$ cat config.mk
export PLATFORM = sky130hd
export DESIGN_NAME = clfm_top
export DESIGN_NICKNAME = d
export VERILOG_FILES = /design/src/rtl/clfm_pkg.sv /design/src/rtl/clfm_top.sv
export VERILOG_INCLUDE_DIRS = /design/src /design/src/rtl
export SDC_FILE = /design/constraint.sdc
export NUM_CORES = 1
export LEC_CHECK = 0
export BUFFER_PORTS_ARGS = -buffer_cell sky130_fd_sc_hd__buf_2
export CORE_AREA = 2 2 197 199
export CTS_CLUSTER_DIAMETER = 80
export DETAILED_ROUTE_END_ITERATION = 7
export DIE_AREA = 0 0 199 201
export PLACE_DENSITY_LB_ADDON = 0.25
export RECOVER_POWER = 50
export SETUP_SLACK_MARGIN = 0.5
export SYNTH_ARGS = -nofsm -noshare
export SYNTH_HDL_FRONTEND = slang
export SYNTH_SLANG_ARGS = --single-unit
export TNS_END_PERCENT = 100
$ cat constraint.sdc
create_clock -name CLOCK -period 7.4 [get_ports CLOCK]
set_clock_uncertainty 0.15 [all_clocks]
set_input_delay 1.11 -clock CLOCK [delete_from_list [all_inputs] [get_ports CLOCK]]
set_output_delay 1.11 -clock CLOCK [all_outputs]
set_load 0.02 [all_outputs]
$ cat src/rtl/clfm_regs.svh
`ifndef CLFM_REGS_SVH
`define CLFM_REGS_SVH
`define CLFM_CTRL_OFS    8'h00
`define CLFM_STAT_OFS    8'h04
`define CLFM_CFG_OFS     8'h08
`define CLFM_CTRL_IBURST 0
`define CLFM_CTRL_DBURST 1
`define CLFM_CTRL_RST    2'h0
`define CLFM_ILINE_WORDS 4'h8
`define CLFM_CACHE_MIN   512
`define CLFM_CACHE_MAX   65536
`define CLFM_TCM_MAX     4
`define CLFM_CFG_NTCI    4
`define CLFM_CFG_NTCD    7
`define CLFM_CFG_DWORDS  10
`endif

$ cat src/rtl/clfm_pkg.sv
package clfm_pkg;
  typedef enum logic [1:0] {I_IDLE, I_CMD, I_DATA} clfm_ist_e;
  typedef enum logic [1:0] {D_IDLE, D_CMD, D_DATA, D_WB} clfm_dst_e;
endpackage

$ cat src/rtl/clfm_top.sv
`timescale 1ns/10ps
`include "clfm_regs.svh"
module clfm_top #(
  parameter int IC_SIZE    = 4096,
  parameter int DC_SIZE    = 2048,
  parameter int DC_LINE    = 32,
  parameter bit IC_BURST   = 1'b1,
  parameter bit DC_BURST   = 1'b1,
  parameter int NUM_TCIM   = 1,
  parameter int NUM_TCDM   = 0,
  parameter bit VICTIM_RAM = 1'b0,
  parameter bit RSTREQ_EN  = 1'b1
) (
  input  wire logic        CLOCK,
  input  wire logic        RESET,
  input  wire logic        HSEL,
  input  wire logic [31:0] HADDR,
  input  wire logic [1:0]  HTRANS,
  input  wire logic        HWRITE,
  input  wire logic [2:0]  HSIZE,
  input  wire logic [31:0] HWDATA,
  input  wire logic        HREADY,
  output logic             HREADYOUT,
  output logic             HRESP,
  output logic [31:0]      HRDATA,
  input  wire logic        IMISS_VALID,
  input  wire logic [31:0] IMISS_ADDR,
  output logic             IMISS_READY,
  output logic             IFILL_VALID,
  output logic [2:0]       IFILL_IDX,
  output logic [31:0]      IFILL_DATA,
  output logic             IFILL_DONE,
  output logic             I_READ,
  output logic [31:0]      I_ADDR,
  output logic [3:0]       I_BURSTCOUNT,
  input  wire logic        I_WAITREQUEST,
  input  wire logic [31:0] I_RDATA,
  input  wire logic        I_RDATAVALID,
  input  wire logic        DMISS_VALID,
  input  wire logic [31:0] DMISS_ADDR,
  output logic             DMISS_READY,
  output logic             DFILL_VALID,
  output logic [2:0]       DFILL_IDX,
  output logic [31:0]      DFILL_DATA,
  output logic             DFILL_DONE,
  input  wire logic        VICT_WE,
  input  wire logic [2:0]  VICT_WIDX,
  input  wire logic [31:0] VICT_WDATA,
  input  wire logic        VICT_START,
  input  wire logic [31:0] VICT_ADDR,
  output logic             VICT_READY,
  output logic             D_READ,
  output logic             D_WRITE,
  output logic [31:0]      D_ADDR,
  output logic [31:0]      D_WDATA,
  output logic [3:0]       D_BURSTCOUNT,
  input  wire logic        D_WAITREQUEST,
  input  wire logic [31:0] D_RDATA,
  input  wire logic        D_RDATAVALID,
  output logic [3:0]       TCIM_EN,
  output logic [3:0]       TCDM_EN,
  input  wire logic        CPU_RESETREQUEST,
  output logic             CPU_RESETTAKEN
);
  // out-of-range sizes are taken as none
  localparam bit IC_ON = (IC_SIZE >= `CLFM_CACHE_MIN) && (IC_SIZE <= `CLFM_CACHE_MAX);
  localparam bit DC_ON = (DC_SIZE >= `CLFM_CACHE_MIN) && (DC_SIZE <= `CLFM_CACHE_MAX);
  localparam bit DM_ON = DC_ON || (NUM_TCDM == 0);
  localparam int DLN   = (DC_LINE == 32) ? 32 : (DC_LINE == 16) ? 16 : 4;
  localparam logic [3:0] DWORDS = 4'(DLN / 4);
  localparam logic [2:0] DLAST  = 3'(DLN / 4 - 1);
  localparam bit DB_OK = DC_BURST && (DLN > 4);

  function automatic logic [2:0] wrapidx(input logic [2:0] b, input logic [2:0] c);
    wrapidx = b + c; // 3-bit sum wraps inside the 32-byte line
  endfunction

  logic [1:0]  ctrl_r;
  logic        wr_pend_r;
  logic [7:0]  wa_r;
  logic [31:0] hrdata_r;
  logic        cpu_rst_r;
  clfm_pkg::clfm_ist_e i_st_r;
  clfm_pkg::clfm_dst_e d_st_r;
  logic [26:0] i_base_r;
  logic [2:0]  i_crit_r, i_cnt_r;
  logic        i_burst_r;
  logic [29:0] d_wa_r;
  logic [2:0]  d_cnt_r;
  logic        d_burst_r;
  logic [31:0] vbuf [0:7];
  logic        ifv_r, ifd_r, dfv_r, dfd_r;
  logic [2:0]  ifi_r, dfi_r;
  logic [31:0] ifdat_r, dfdat_r;

  // bus slave: zero wait states, always OKAY
  wire         ahb_acc  = HSEL && HTRANS[1] && HREADY;
  wire [31:0]  stat_w   = {28'h0, cpu_rst_r, d_st_r == clfm_pkg::D_WB,
                           d_st_r != clfm_pkg::D_IDLE && d_st_r != clfm_pkg::D_WB,
                           i_st_r != clfm_pkg::I_IDLE};
  wire [31:0]  cfg_w    = {18'h0, DWORDS, 3'(NUM_TCDM), 3'(NUM_TCIM), DM_ON, IC_ON,
                           DC_ON, IC_ON};
  wire [31:0]  rd_mux   = (HADDR[7:0] == `CLFM_CTRL_OFS) ? {30'h0, ctrl_r} :
                          (HADDR[7:0] == `CLFM_STAT_OFS) ? stat_w :
                          (HADDR[7:0] == `CLFM_CFG_OFS)  ? cfg_w : 32'h0;
  assign HREADYOUT = 1'b1;
  assign HRESP     = 1'b0;
  assign HRDATA    = hrdata_r;

  always_ff @(posedge CLOCK or posedge RESET) begin
    if (RESET) begin
      wr_pend_r <= 1'b0;
      wa_r      <= 8'h00;
      hrdata_r  <= 32'h0;
      ctrl_r    <= `CLFM_CTRL_RST;
    end else begin
      wr_pend_r <= ahb_acc && HWRITE && (HADDR[31:8] == 24'h0);
      wa_r      <= HADDR[7:0];
      if (ahb_acc && !HWRITE) hrdata_r <= (HADDR[31:8] == 24'h0) ? rd_mux : 32'h0;
      if (wr_pend_r && wa_r == `CLFM_CTRL_OFS) ctrl_r <= HWDATA[1:0];
    end
  end

  // processor-only reset; clears on release so a held request keeps it in reset
  always_ff @(posedge CLOCK or posedge RESET) begin
    if (RESET) cpu_rst_r <= 1'b0;
    else cpu_rst_r <= RSTREQ_EN && CPU_RESETREQUEST;
  end
  assign CPU_RESETTAKEN = cpu_rst_r;

  genvar g;
  generate
    for (g = 0; g < `CLFM_TCM_MAX; g++) begin : g_tcm
      assign TCIM_EN[g] = (g < NUM_TCIM) || (g == 0);
      assign TCDM_EN[g] = (g < NUM_TCDM);
    end
  endgenerate

  // instruction fill engine
  wire [2:0] i_word = wrapidx(i_crit_r, i_cnt_r);
  assign IMISS_READY  = IC_ON && i_st_r == clfm_pkg::I_IDLE && !cpu_rst_r;
  assign I_READ       = IC_ON && i_st_r == clfm_pkg::I_CMD;
  assign I_ADDR       = {i_base_r, i_word, 2'b00};
  assign I_BURSTCOUNT = i_burst_r ? `CLFM_ILINE_WORDS : 4'h1;

  always_ff @(posedge CLOCK or posedge RESET) begin
    if (RESET) begin
      i_st_r    <= clfm_pkg::I_IDLE;
      i_base_r  <= 27'h0;
      i_crit_r  <= 3'h0;
      i_cnt_r   <= 3'h0;
      i_burst_r <= 1'b0;
    end else if (cpu_rst_r) begin
      i_st_r <= clfm_pkg::I_IDLE;
    end else begin
      case (i_st_r)
        clfm_pkg::I_IDLE: if (IMISS_VALID && IMISS_READY) begin
          i_base_r  <= IMISS_ADDR[31:5];
          i_crit_r  <= IMISS_ADDR[4:2];
          i_cnt_r   <= 3'h0;
          i_burst_r <= IC_BURST && ctrl_r[`CLFM_CTRL_IBURST];
          i_st_r    <= clfm_pkg::I_CMD;
        end
        clfm_pkg::I_CMD: if (!I_WAITREQUEST) i_st_r <= clfm_pkg::I_DATA;
        clfm_pkg::I_DATA: if (I_RDATAVALID) begin
          i_cnt_r <= i_cnt_r + 3'h1;
          if (i_cnt_r == 3'h7) i_st_r <= clfm_pkg::I_IDLE;
          else if (!i_burst_r) i_st_r <= clfm_pkg::I_CMD;
        end
        default: i_st_r <= clfm_pkg::I_IDLE;
      endcase
    end
  end

  always_ff @(posedge CLOCK or posedge RESET) begin
    if (RESET) begin
      ifv_r   <= 1'b0;
      ifd_r   <= 1'b0;
      ifi_r   <= 3'h0;
      ifdat_r <= 32'h0;
    end else begin
      ifv_r <= i_st_r == clfm_pkg::I_DATA && I_RDATAVALID && !cpu_rst_r;
      ifd_r <= i_st_r == clfm_pkg::I_DATA && I_RDATAVALID && !cpu_rst_r && i_cnt_r == 3'h7;
      if (I_RDATAVALID) begin
        ifi_r   <= i_word;
        ifdat_r <= I_RDATA;
      end
    end
  end
  assign IFILL_VALID = ifv_r;
  assign IFILL_DONE  = ifd_r;
  assign IFILL_IDX   = ifi_r;
  assign IFILL_DATA  = ifdat_r;

  // data fill and victim write-back share the data master; write-back wins
  wire [29:0] d_mask = ~{27'h0, DLAST};
  wire        d_idle = d_st_r == clfm_pkg::D_IDLE && !cpu_rst_r;
  assign VICT_READY   = DC_ON && DM_ON && d_idle;
  assign DMISS_READY  = DC_ON && DM_ON && d_idle && !VICT_START;
  assign D_READ       = DM_ON && d_st_r == clfm_pkg::D_CMD;
  assign D_WRITE      = DM_ON && d_st_r == clfm_pkg::D_WB;
  assign D_ADDR       = {d_wa_r | {27'h0, d_cnt_r}, 2'b00};
  assign D_WDATA      = vbuf[d_cnt_r];
  assign D_BURSTCOUNT = (d_burst_r && D_READ) ? DWORDS : 4'h1;

  // register or RAM style gives the same behaviour; VICTIM_RAM is not used by any logic here
  always_ff @(posedge CLOCK) begin
    if (VICT_WE) vbuf[VICT_WIDX] <= VICT_WDATA;
  end

  always_ff @(posedge CLOCK or posedge RESET) begin
    if (RESET) begin
      d_st_r    <= clfm_pkg::D_IDLE;
      d_wa_r    <= 30'h0;
      d_cnt_r   <= 3'h0;
      d_burst_r <= 1'b0;
    end else if (cpu_rst_r) begin
      d_st_r <= clfm_pkg::D_IDLE;
    end else begin
      case (d_st_r)
        clfm_pkg::D_IDLE: if (VICT_START && VICT_READY) begin
          d_wa_r  <= VICT_ADDR[31:2] & d_mask;
          d_cnt_r <= 3'h0;
          d_st_r  <= clfm_pkg::D_WB;
        end else if (DMISS_VALID && DMISS_READY) begin
          d_wa_r    <= DMISS_ADDR[31:2] & d_mask;
          d_cnt_r   <= 3'h0;
          d_burst_r <= DB_OK && ctrl_r[`CLFM_CTRL_DBURST];
          d_st_r    <= clfm_pkg::D_CMD;
        end
        clfm_pkg::D_CMD: if (!D_WAITREQUEST) d_st_r <= clfm_pkg::D_DATA;
        clfm_pkg::D_DATA: if (D_RDATAVALID) begin
          d_cnt_r <= d_cnt_r + 3'h1;
          if (d_cnt_r == DLAST) d_st_r <= clfm_pkg::D_IDLE;
          else if (!d_burst_r) d_st_r <= clfm_pkg::D_CMD;
        end
        clfm_pkg::D_WB: if (!D_WAITREQUEST) begin
          d_cnt_r <= d_cnt_r + 3'h1;
          if (d_cnt_r == DLAST) d_st_r <= clfm_pkg::D_IDLE;
        end
        default: d_st_r <= clfm_pkg::D_IDLE;
      endcase
    end
  end

  always_ff @(posedge CLOCK or posedge RESET) begin
    if (RESET) begin
      dfv_r   <= 1'b0;
      dfd_r   <= 1'b0;
      dfi_r   <= 3'h0;
      dfdat_r <= 32'h0;
    end else begin
      dfv_r <= d_st_r == clfm_pkg::D_DATA && D_RDATAVALID && !cpu_rst_r;
      dfd_r <= d_st_r == clfm_pkg::D_DATA && D_RDATAVALID && !cpu_rst_r && d_cnt_r == DLAST;
      if (D_RDATAVALID) begin
        dfi_r   <= d_cnt_r;
        dfdat_r <= D_RDATA;
      end
    end
  end
  assign DFILL_VALID = dfv_r;
  assign DFILL_DONE  = dfd_r;
  assign DFILL_IDX   = dfi_r;
  assign DFILL_DATA  = dfdat_r;

  // checking helpers: order of delivered instruction words
  logic       ifirst_r;
  logic [2:0] ilast_r, ibeg_r;
  always_ff @(posedge CLOCK or posedge RESET) begin
    if (RESET) begin
      ifirst_r <= 1'b1;
      ilast_r  <= 3'h0;
      ibeg_r   <= 3'h0;
    end else if (IFILL_VALID) begin
      ifirst_r <= IFILL_DONE;
      ilast_r  <= IFILL_IDX;
      if (ifirst_r) ibeg_r <= IFILL_IDX;
    end else if (cpu_rst_r) begin
      ifirst_r <= 1'b1;
    end
  end
endmodule

### Word level (Yosys, flattened, before mapping)

Memories as Yosys holds them, arrays and structs flattened.
Cells that the tools add are included.

| word-level totals | value |
|---|---|
| RAM bits | 256 |
| memories | 1 |
| bits of input ports | 278 |
| output and inout bits | 227 |
| register bits | 190 |
| word-level logic and storage cells | 129 |

Memory list:

| name | depth | bits a word | read ports | clocked after Yosys merged registers in | wr ports | line | RTL |
|---|---|---|---|---|---|---|---|
| vbuf | 8 | 32 | 1 | 0 | 1 | clfm_top.sv:91 | `logic [31:0] vbuf [0:7];` |

| operators by class | value |
|---|---|
| reductions and logical operators | 40 |
| mux-type cells | 35 |
| bitwise gates (word level) | 3 |
| eq/ne operators | 25 |
| add/subtract/negate cells | 3 |

Operator list:

| operator | number |
|---|---|
| 2-to-1 mux 30 bit | 2 |
| 2-to-1 mux 14 bit | 4 |
| 2-to-1 mux 2 bit | 15 |
| bitwise OR 30 x 3 -> 30 bit | 1 |
| logical NOT 24 bit | 1 |
| logical AND 1 bit | 20 |
| 2-to-1 mux 3 bit | 6 |
| logical NOT 8 bit | 2 |
| != test 3 x 2 -> 1 bit (second input constant) | 4 |
| AND reduction 4 bit | 3 |
| one-hot mux 3 bit (3 select lines) | 1 |
| == test 8 x 3 -> 1 bit (second input constant) | 1 |
| == test 8 x 4 -> 1 bit (second input constant) | 1 |
| 2-to-1 mux 4 bit | 2 |
| != test 2 bit (second input constant) | 4 |
| != test 4 bit (second input constant) | 2 |
| one-hot mux 2 bit (4 select lines) | 1 |
| nonzero test 2 bit | 4 |
| adder 3 x 1 -> 3 bit (second input constant) | 2 |
| == test 2 bit (second input constant) | 3 |
| == test 3 bit (second input constant) | 2 |
| != test 3 x 1 -> 1 bit (second input constant) | 2 |
| != test 3 bit (second input constant) | 2 |
| one-hot mux 2 bit (3 select lines) | 1 |
| other kinds (13) | 20 |

### Longest topological paths before layout

Gate-level depths: netlist of run 1.

| logic depth | value |
|---|---|
| word-level depth | 8 |
| mapped depth | 8 |
| mapped depth without buffers | 6 |

### Worst setup path after synthesis of run 1

No wires, ideal clock.

| timing | value |
|---|---|
| path kind | input to register |
| start | input VICT_WIDX[1] |
| end | memory vbuf[0][0] (enable) |
| path buffers | 0 |
| library setup time | 0.461 ns |
| arrival time | 3.495 ns |
| slack | 3.294 ns |
| stages | 2 |
| path through | nand2b_1 > nor3_1 |

RTL lines:

| what | line | RTL |
|---|---|---|
| start: declaration | clfm_top.sv:47 | `input wire logic [2:0] VICT_WIDX,` |
| end: declaration | clfm_top.sv:91 |  |

No word-level cell before the write port.

==> results.ini, run 1 <==
[finish]
fin_cells = 1976
area_delta_synth_final_pct = 22.84
drive_gt1_frac = 0.4305
n_fill_cell = 3253
final_cell_area_sq_mm = 0.02038
nets = 1707

[die]
core.rowCount = 72
core_sq_mm = 0.03811
die_area_sq_mm = 0.04000
io_pins = 505
die_h_um = 201
fp.dieW_um = 199
initial_core_util = 0.4354

[timing]
max_freq_mhz = 221.9
slew_headroom = -2.300
setup_violations = 0
min_period_ns = 4.507
slew_violations = 229
setup_slack_ns = 2.893
period_share = 0.6090
grt_setup_unrepaired = false
worst_pin_slew_ns = 4.923
tns_ns = 0
hold_violations = 0

[setup_path]
cp_max_fo = 109
cp.required_ns = 7.82
cp-start-kind = input pin
path_class = input pin to asynchronous set/reset pin
endpoint_kind = asynchronous set/reset pin
cp.arrival_ns = 4.93

[run_status]
violations = max-capacitance violations, max-slew violations
status = finished with violations

[pwr]
powerDensity_mw_per_mm2 = 315.6
internal_power_mw = 4.491
p_sw_frac = 0.3018
combPwrFrac = 0.234
ir_drop_v = 0.0002678
sequentialPowerShare = 0.441
pwr-share-clk = 0.325
leakagePower_nw = 8.414
p_switching_mw = 1.941

[global_route]
grt_overflow_total = 0
grt_pass1_vias = 9992
antenna_found_initial = 16
grt_start_max_net_pins = 110
grt_pass1_wl_um = 61820
grt_use_total = 0.2107

[placement]
placed_area_sq_mm = 0.01911
place_inst = 1890
dp_worst_setup_slack_ns = 3.402
hpwl_um = 28670
place.port_buffers = 414
place.gp.congestion = 0.8036

[clock_network]
post_cts_buffers = 0
ctsResizeCount = 0
cts_root_buffer = clkbuf_16
htree_num_levels = 2
cts_made_buffers = 44
max-clock-path-buffers = 3
clk-insertion-delay-late_ns = 0.57
clk_pin_slew_worst_paths_ns = 0.06
cts.sinks = 416
cts_hold_buf = 0
cts_tree = done

[routing]
vias_per_cell = 4.958
vias = 9797
routed_wl_um = 42200
ant_nets = 0
drc = 0
wl_per_cell_um = 21.35
drtPass1Iterations = 5
drt_iter0_drc = 410

[hold_path]
hp-class = flip-flop to flip-flop

[run]
drv_cap = 6

[yosys]
async_flop_share = 0.3846
ys_top_cells_by_area = edfxtp_1, dfrtp_1, mux4_2
synth_ff_type = edfxtp_1
ys_seq_elements = 416
synth.most_common_cell = edfxtp_1
yosys-top-cells-count = edfxtp_1, dfrtp_1, nand2_1, mux2_2, mux4_2
yosys.area.top_type_share = 0.4633
avgSynthCellArea_sq_um = 16.78
yosysWarnings = 0
yosysSeqAreaShare = 0.7047
synth_edf_count = 256
synth_top_cell_by_area = edfxtp_1
synth_cell_type_count = 45
synth_area_sq_mm = 0.01659
synth_cells = 989

[cells in the final DEF, fill, tap and decap left out, types with 2 or more instances in the layout]
cell       Yosys  routed
buf_2         12     374
edfxtp_1     256     256
dfrtp_1      160     157
nand2_1      139     139
mux2_2       103     103
mux4_2        64      64
clkbuf_1      15      58
conb_1         2      44
clkbuf_16      0      44
o21ai_0       38      38
mux2i_1       30      30
inv_1         18      17
nor2_1        18      16
buf_4         53      13
ha_1          10      10
nor4_1         8       8
clkinv_1       0       8
nand2b_1       7       7
a21oi_1        6       6
nor3_1         6       5
clkinv_2       0       5
diode_2        0       4
o31ai_1        4       4
inv_6          0       3
clkbuf_8       0       3
nor2b_1        2       2
mux2_1         2       2
a211oi_1       2       2
nand3_1        2       2
nand4b_1       2       2
nor2_4         0       2
and2_1         2       2
dfrtp_2        0       2
[cell families after synthesis]
logic type	synth area share
xor+xnor	0.001056
mux	0.1771
buf+inv	0.03710
flops	0.7047
compound gates	0.01999
fa+ha+maj	0.008748
other cells	0.0004527
simple gates	0.05083
[critical path: stages]
cell and delay (ns):
buf_2 0.10, clkinvlp_2 2.72, buf_4 0.90
[worst paths after layout]
kind | end | slack [ns] | from | depth (start not counted)
max in group CLOCK | D_WDATA[8] | 2.95 | d_cnt_r[0] | 5
min in group asynchronous | DFILL_DATA[11] | 1.91 | RESET | 2
worst min-delay path | d_wa_r[12] | 0.32 | d_wa_r[12] | 2
worst min register to register | d_wa_r[12] | 0.32 | d_wa_r[12] | 2
worst max-delay path | d_cnt_r[0] | 2.89 | RESET | 3
worst max register to register | i_base_r[11] | 4.04 | CPU_RESETTAKEN | 4
[power groups by stage]
stage                     combinational, mW  clock, mW  sequential, mW
after floorplan                       0.862          0            3.03
final                                  1.50       2.09            2.84
after global routing                   1.63       2.24            2.87
after detailed placement               1.53          0            2.89
after global placement                 1.52          0            2.88
after CTS                              1.54       2.14            2.84
[routing by layer]
| layer | wire length [um] | track usage |
|---|---|---|
| met2 | 21540 | 0.3644 |
| met3 | 3223 | 0.06216 |
| met1 | 16230 | 0.2535 |
| met4 | 1169 | 0.06450 |
| met5 | 28 | 0 |
[metrics by stage]
stage               hold slack (ns)    util  power (mW)
finish                       0.3227  0.5348       6.431
global route                 0.3431  0.5348       6.743
CTS                          0.3278  0.5376       6.520
detailed placement           0.3154  0.5016       4.418
global placement             0.3070  0.5016       4.393
floorplan                    0.3107       -       3.889
[registers in the layout, indices dropped and copies added, names as in the netlist, 5 cells and up]
name        flops
vbuf          256
DFILL_DATA     32
HRDATA          5
wa_r            8
d_wa_r         27
IFILL_DATA     32
i_base_r       27
[area by class of cell]
| type | instances | area (sq um) | share of cell area |
|---|---|---|---|
| diodes | 4 | 10.01 | 0.0004911 |
| clock buffers | 62 | 1199 | 0.05881 |
| clock inverters | 20 | 172.7 | 0.008472 |
| inverters | 18 | 68.82 | 0.003377 |
| multi-input cells | 508 | 4454 | 0.2186 |
| flip-flops and latches | 416 | 11700 | 0.5739 |
| well taps | 518 | 648.1 | 0.03180 |
| repair buffers | 430 | 2131 | 0.1045 |
Power figures use the tool's default switching activity.
==> run 2: changes to the inputs <==
- clock period: 7.4 -> 4.7 ns (I/O delays scaled with it)
==> results.ini, run 2 (synthesis gave the netlist of run 1 again) <==
[clock_network]
clk_pin_slew_worst_paths_ns = 0.06  ; about the same
clk-insertion-delay-late_ns = 0.57  ; about the same
max-clock-path-buffers = 3  ; unchanged
htree_num_levels = 2  ; unchanged
cts_made_buffers = 45  ; +2.3%
cts_tree = done
post_cts_buffers = 0  ; unchanged
cts_hold_buf = 0  ; unchanged
cts.sinks = 416  ; unchanged
cts_root_buffer = clkbuf_16
ctsResizeCount = 0  ; unchanged

[setup_path]
r2r_setup_slack_ns = 1.91  ; -2.13 ns
cp_max_fo = 32  ; -71%
cp-start-kind = flip-flop
cp.required_ns = 3.85  ; -3.97 ns
cp.arrival_ns = 2.69  ; -2.24 ns
slowest_delay_ns = 0.92  ; -1.80 ns
endpoint_kind = output pin
r2r-start = d_st_r[1]
crit_path_frequent_cell = nand2_1
r2r_end = d_wa_r[28]
ff2ff_path_depth = 6  ; +2
slowest_stage = dfrtp_2
path_class = flip-flop to output pin
crit_chain = buf_4 -> mux4_2 -> nand2_1 -> nand2_1 -> buf_2

[hold_path]
whs_endpoint = CPU_RESETTAKEN
hp-class = input pin to flip-flop
min_path_cells = 1  ; -1
hold_start = CPU_RESETREQUEST

[die]
die_area_sq_mm = 0.04000  ; unchanged
initial_core_util = 0.4354  ; unchanged
fp.dieW_um = 199  ; unchanged
die_h_um = 201  ; unchanged
core.rowCount = 72  ; unchanged
io_pins = 505  ; unchanged
core_sq_mm = 0.03811  ; unchanged

[finish]
area_delta_synth_final_pct = 23.90
top_register = vbuf
n_fill_cell = 3206  ; -1.4%
final_cell_mix = buf_2, edfxtp_1, dfrtp_1
drive_gt1_frac = 0.4361  ; +0.005590
final_common_cell = buf_2
nets = 1711  ; +0.23%
largest_reg_flops = 256  ; unchanged

[placement]
place.gp.congestion = 0.8335  ; +3.7%
dp_worst_setup_slack_ns = 1.703  ; -1.698 ns
hpwl_um = 28070  ; -2.1%
place.port_buffers = 414  ; unchanged

[routing]
wl_per_cell_um = 20.68  ; -3.1%
routed_wl_um = 41020  ; -2.8%
drc = 0  ; unchanged
vias_per_cell = 4.951  ; -0.15%
ant_nets = 0  ; unchanged
vias = 9817  ; +0.20%
drtPass1Iterations = 5  ; unchanged
drt_iter0_drc = 482  ; +18%

[global_route]
grt_overflow_total = 0  ; unchanged
grt_start_max_net_pins = 128  ; +16%
antenna_found_initial = 14  ; -2
grt_pass1_wl_um = 60440  ; -2.2%
grt_use_total = 0.2044  ; -0.006344
grt_pass1_vias = 10080  ; +0.85%

[timing]
setup_violations = 0  ; unchanged
slew_violations = 349  ; +52%
setup_slack_ns = 1.155  ; -1.739 ns
period_share = 0.7543
tns_ns = 0  ; unchanged
min_period_ns = 3.545
slew_headroom = -0.4722  ; +1.828
grt_setup_unrepaired = false
max_freq_mhz = 282.1
hold_violations = 0  ; unchanged
worst_pin_slew_ns = 2.208  ; -2.715 ns

[run]
drv_cap = 10  ; +4

[pwr]
powerDensity_mw_per_mm2 = 506.9  ; +61%
p_total_mw = 10.42  ; +62%
leakagePower_nw = 8.506  ; +1.1%
ir_drop_v = 0.0003536  ; +32%

[run_status]
violations = max-capacitance violations, max-slew violations
status = finished with violations

run 2: worst max-delay path by stage:
stage	from	depth (start not counted)	slack (ns)	to
floorplan	VICT_WIDX[1]	2	1.0	vbuf[0][0]
global placement	d_cnt_r[0]	5	1.71	D_WDATA[3]
detailed placement	d_cnt_r[0]	5	1.70	D_WDATA[3]
CTS	d_cnt_r[0]	5	1.07	D_WDATA[3]
global route	RESET	3	0.84	d_cnt_r[0]
finish	d_cnt_r[1]	5	1.15	D_WDATA[3]
run 2: area by class of cell:
type                       count  area (sq um)  share of cell area
antenna                        9         22.52            0.001096
timing repair buffer         433          2170              0.1055
inverter                      18         68.82            0.003348
sequential                   416         11700              0.5691
clock buffer                  55          1214             0.05904
multi-input combinational    508          4439              0.2160
tap                          518         648.1             0.03153
clock inverter                26         296.5             0.01443
run 2: per-layer routing:
metal / part of all wire / GRT usage / up-vias
li1: - / - / 4458
met5: 0 / 0 / -
met2: 0.49 / 0.3345 / 350
met4: 0.038 / 0.08769 / 0
met3: 0.076 / 0.05796 / 88
met1: 0.39 / 0.2541 / 4921
run 2: worst max-delay path: cells and delay by family, from the launching register on:
kind | cells | cell delay, ns
buf+inv | 2 | 0.61
flops | 1 | 0.92
mux | 1 | 0.36
simple gates | 2 | 0.19
run 2: report_power, final:
group	internal [mW]	switching, mW
Sequential	4.24	0.231
Combinational	0.977	1.39
Clock	2.12	1.45
run 2: through the flow:
step / hold slack (ns) / util / cells / instance area, sq um
5_1_grt: 0.05817 / 0.5394 / 1982 / 20550
3_5_place_dp: 0.3154 / 0.5028 / 1893 / 19160
6_report: 0.08721 / 0.5394 / 1983 / 20560
3_3_place_gp: 0.3065 / 0.5028 / 1893 / 19160
2_1_floorplan: 0.3107 / - / 1031 / 16750
4_1_cts: 0.05391 / 0.5425 / 1974 / 20670
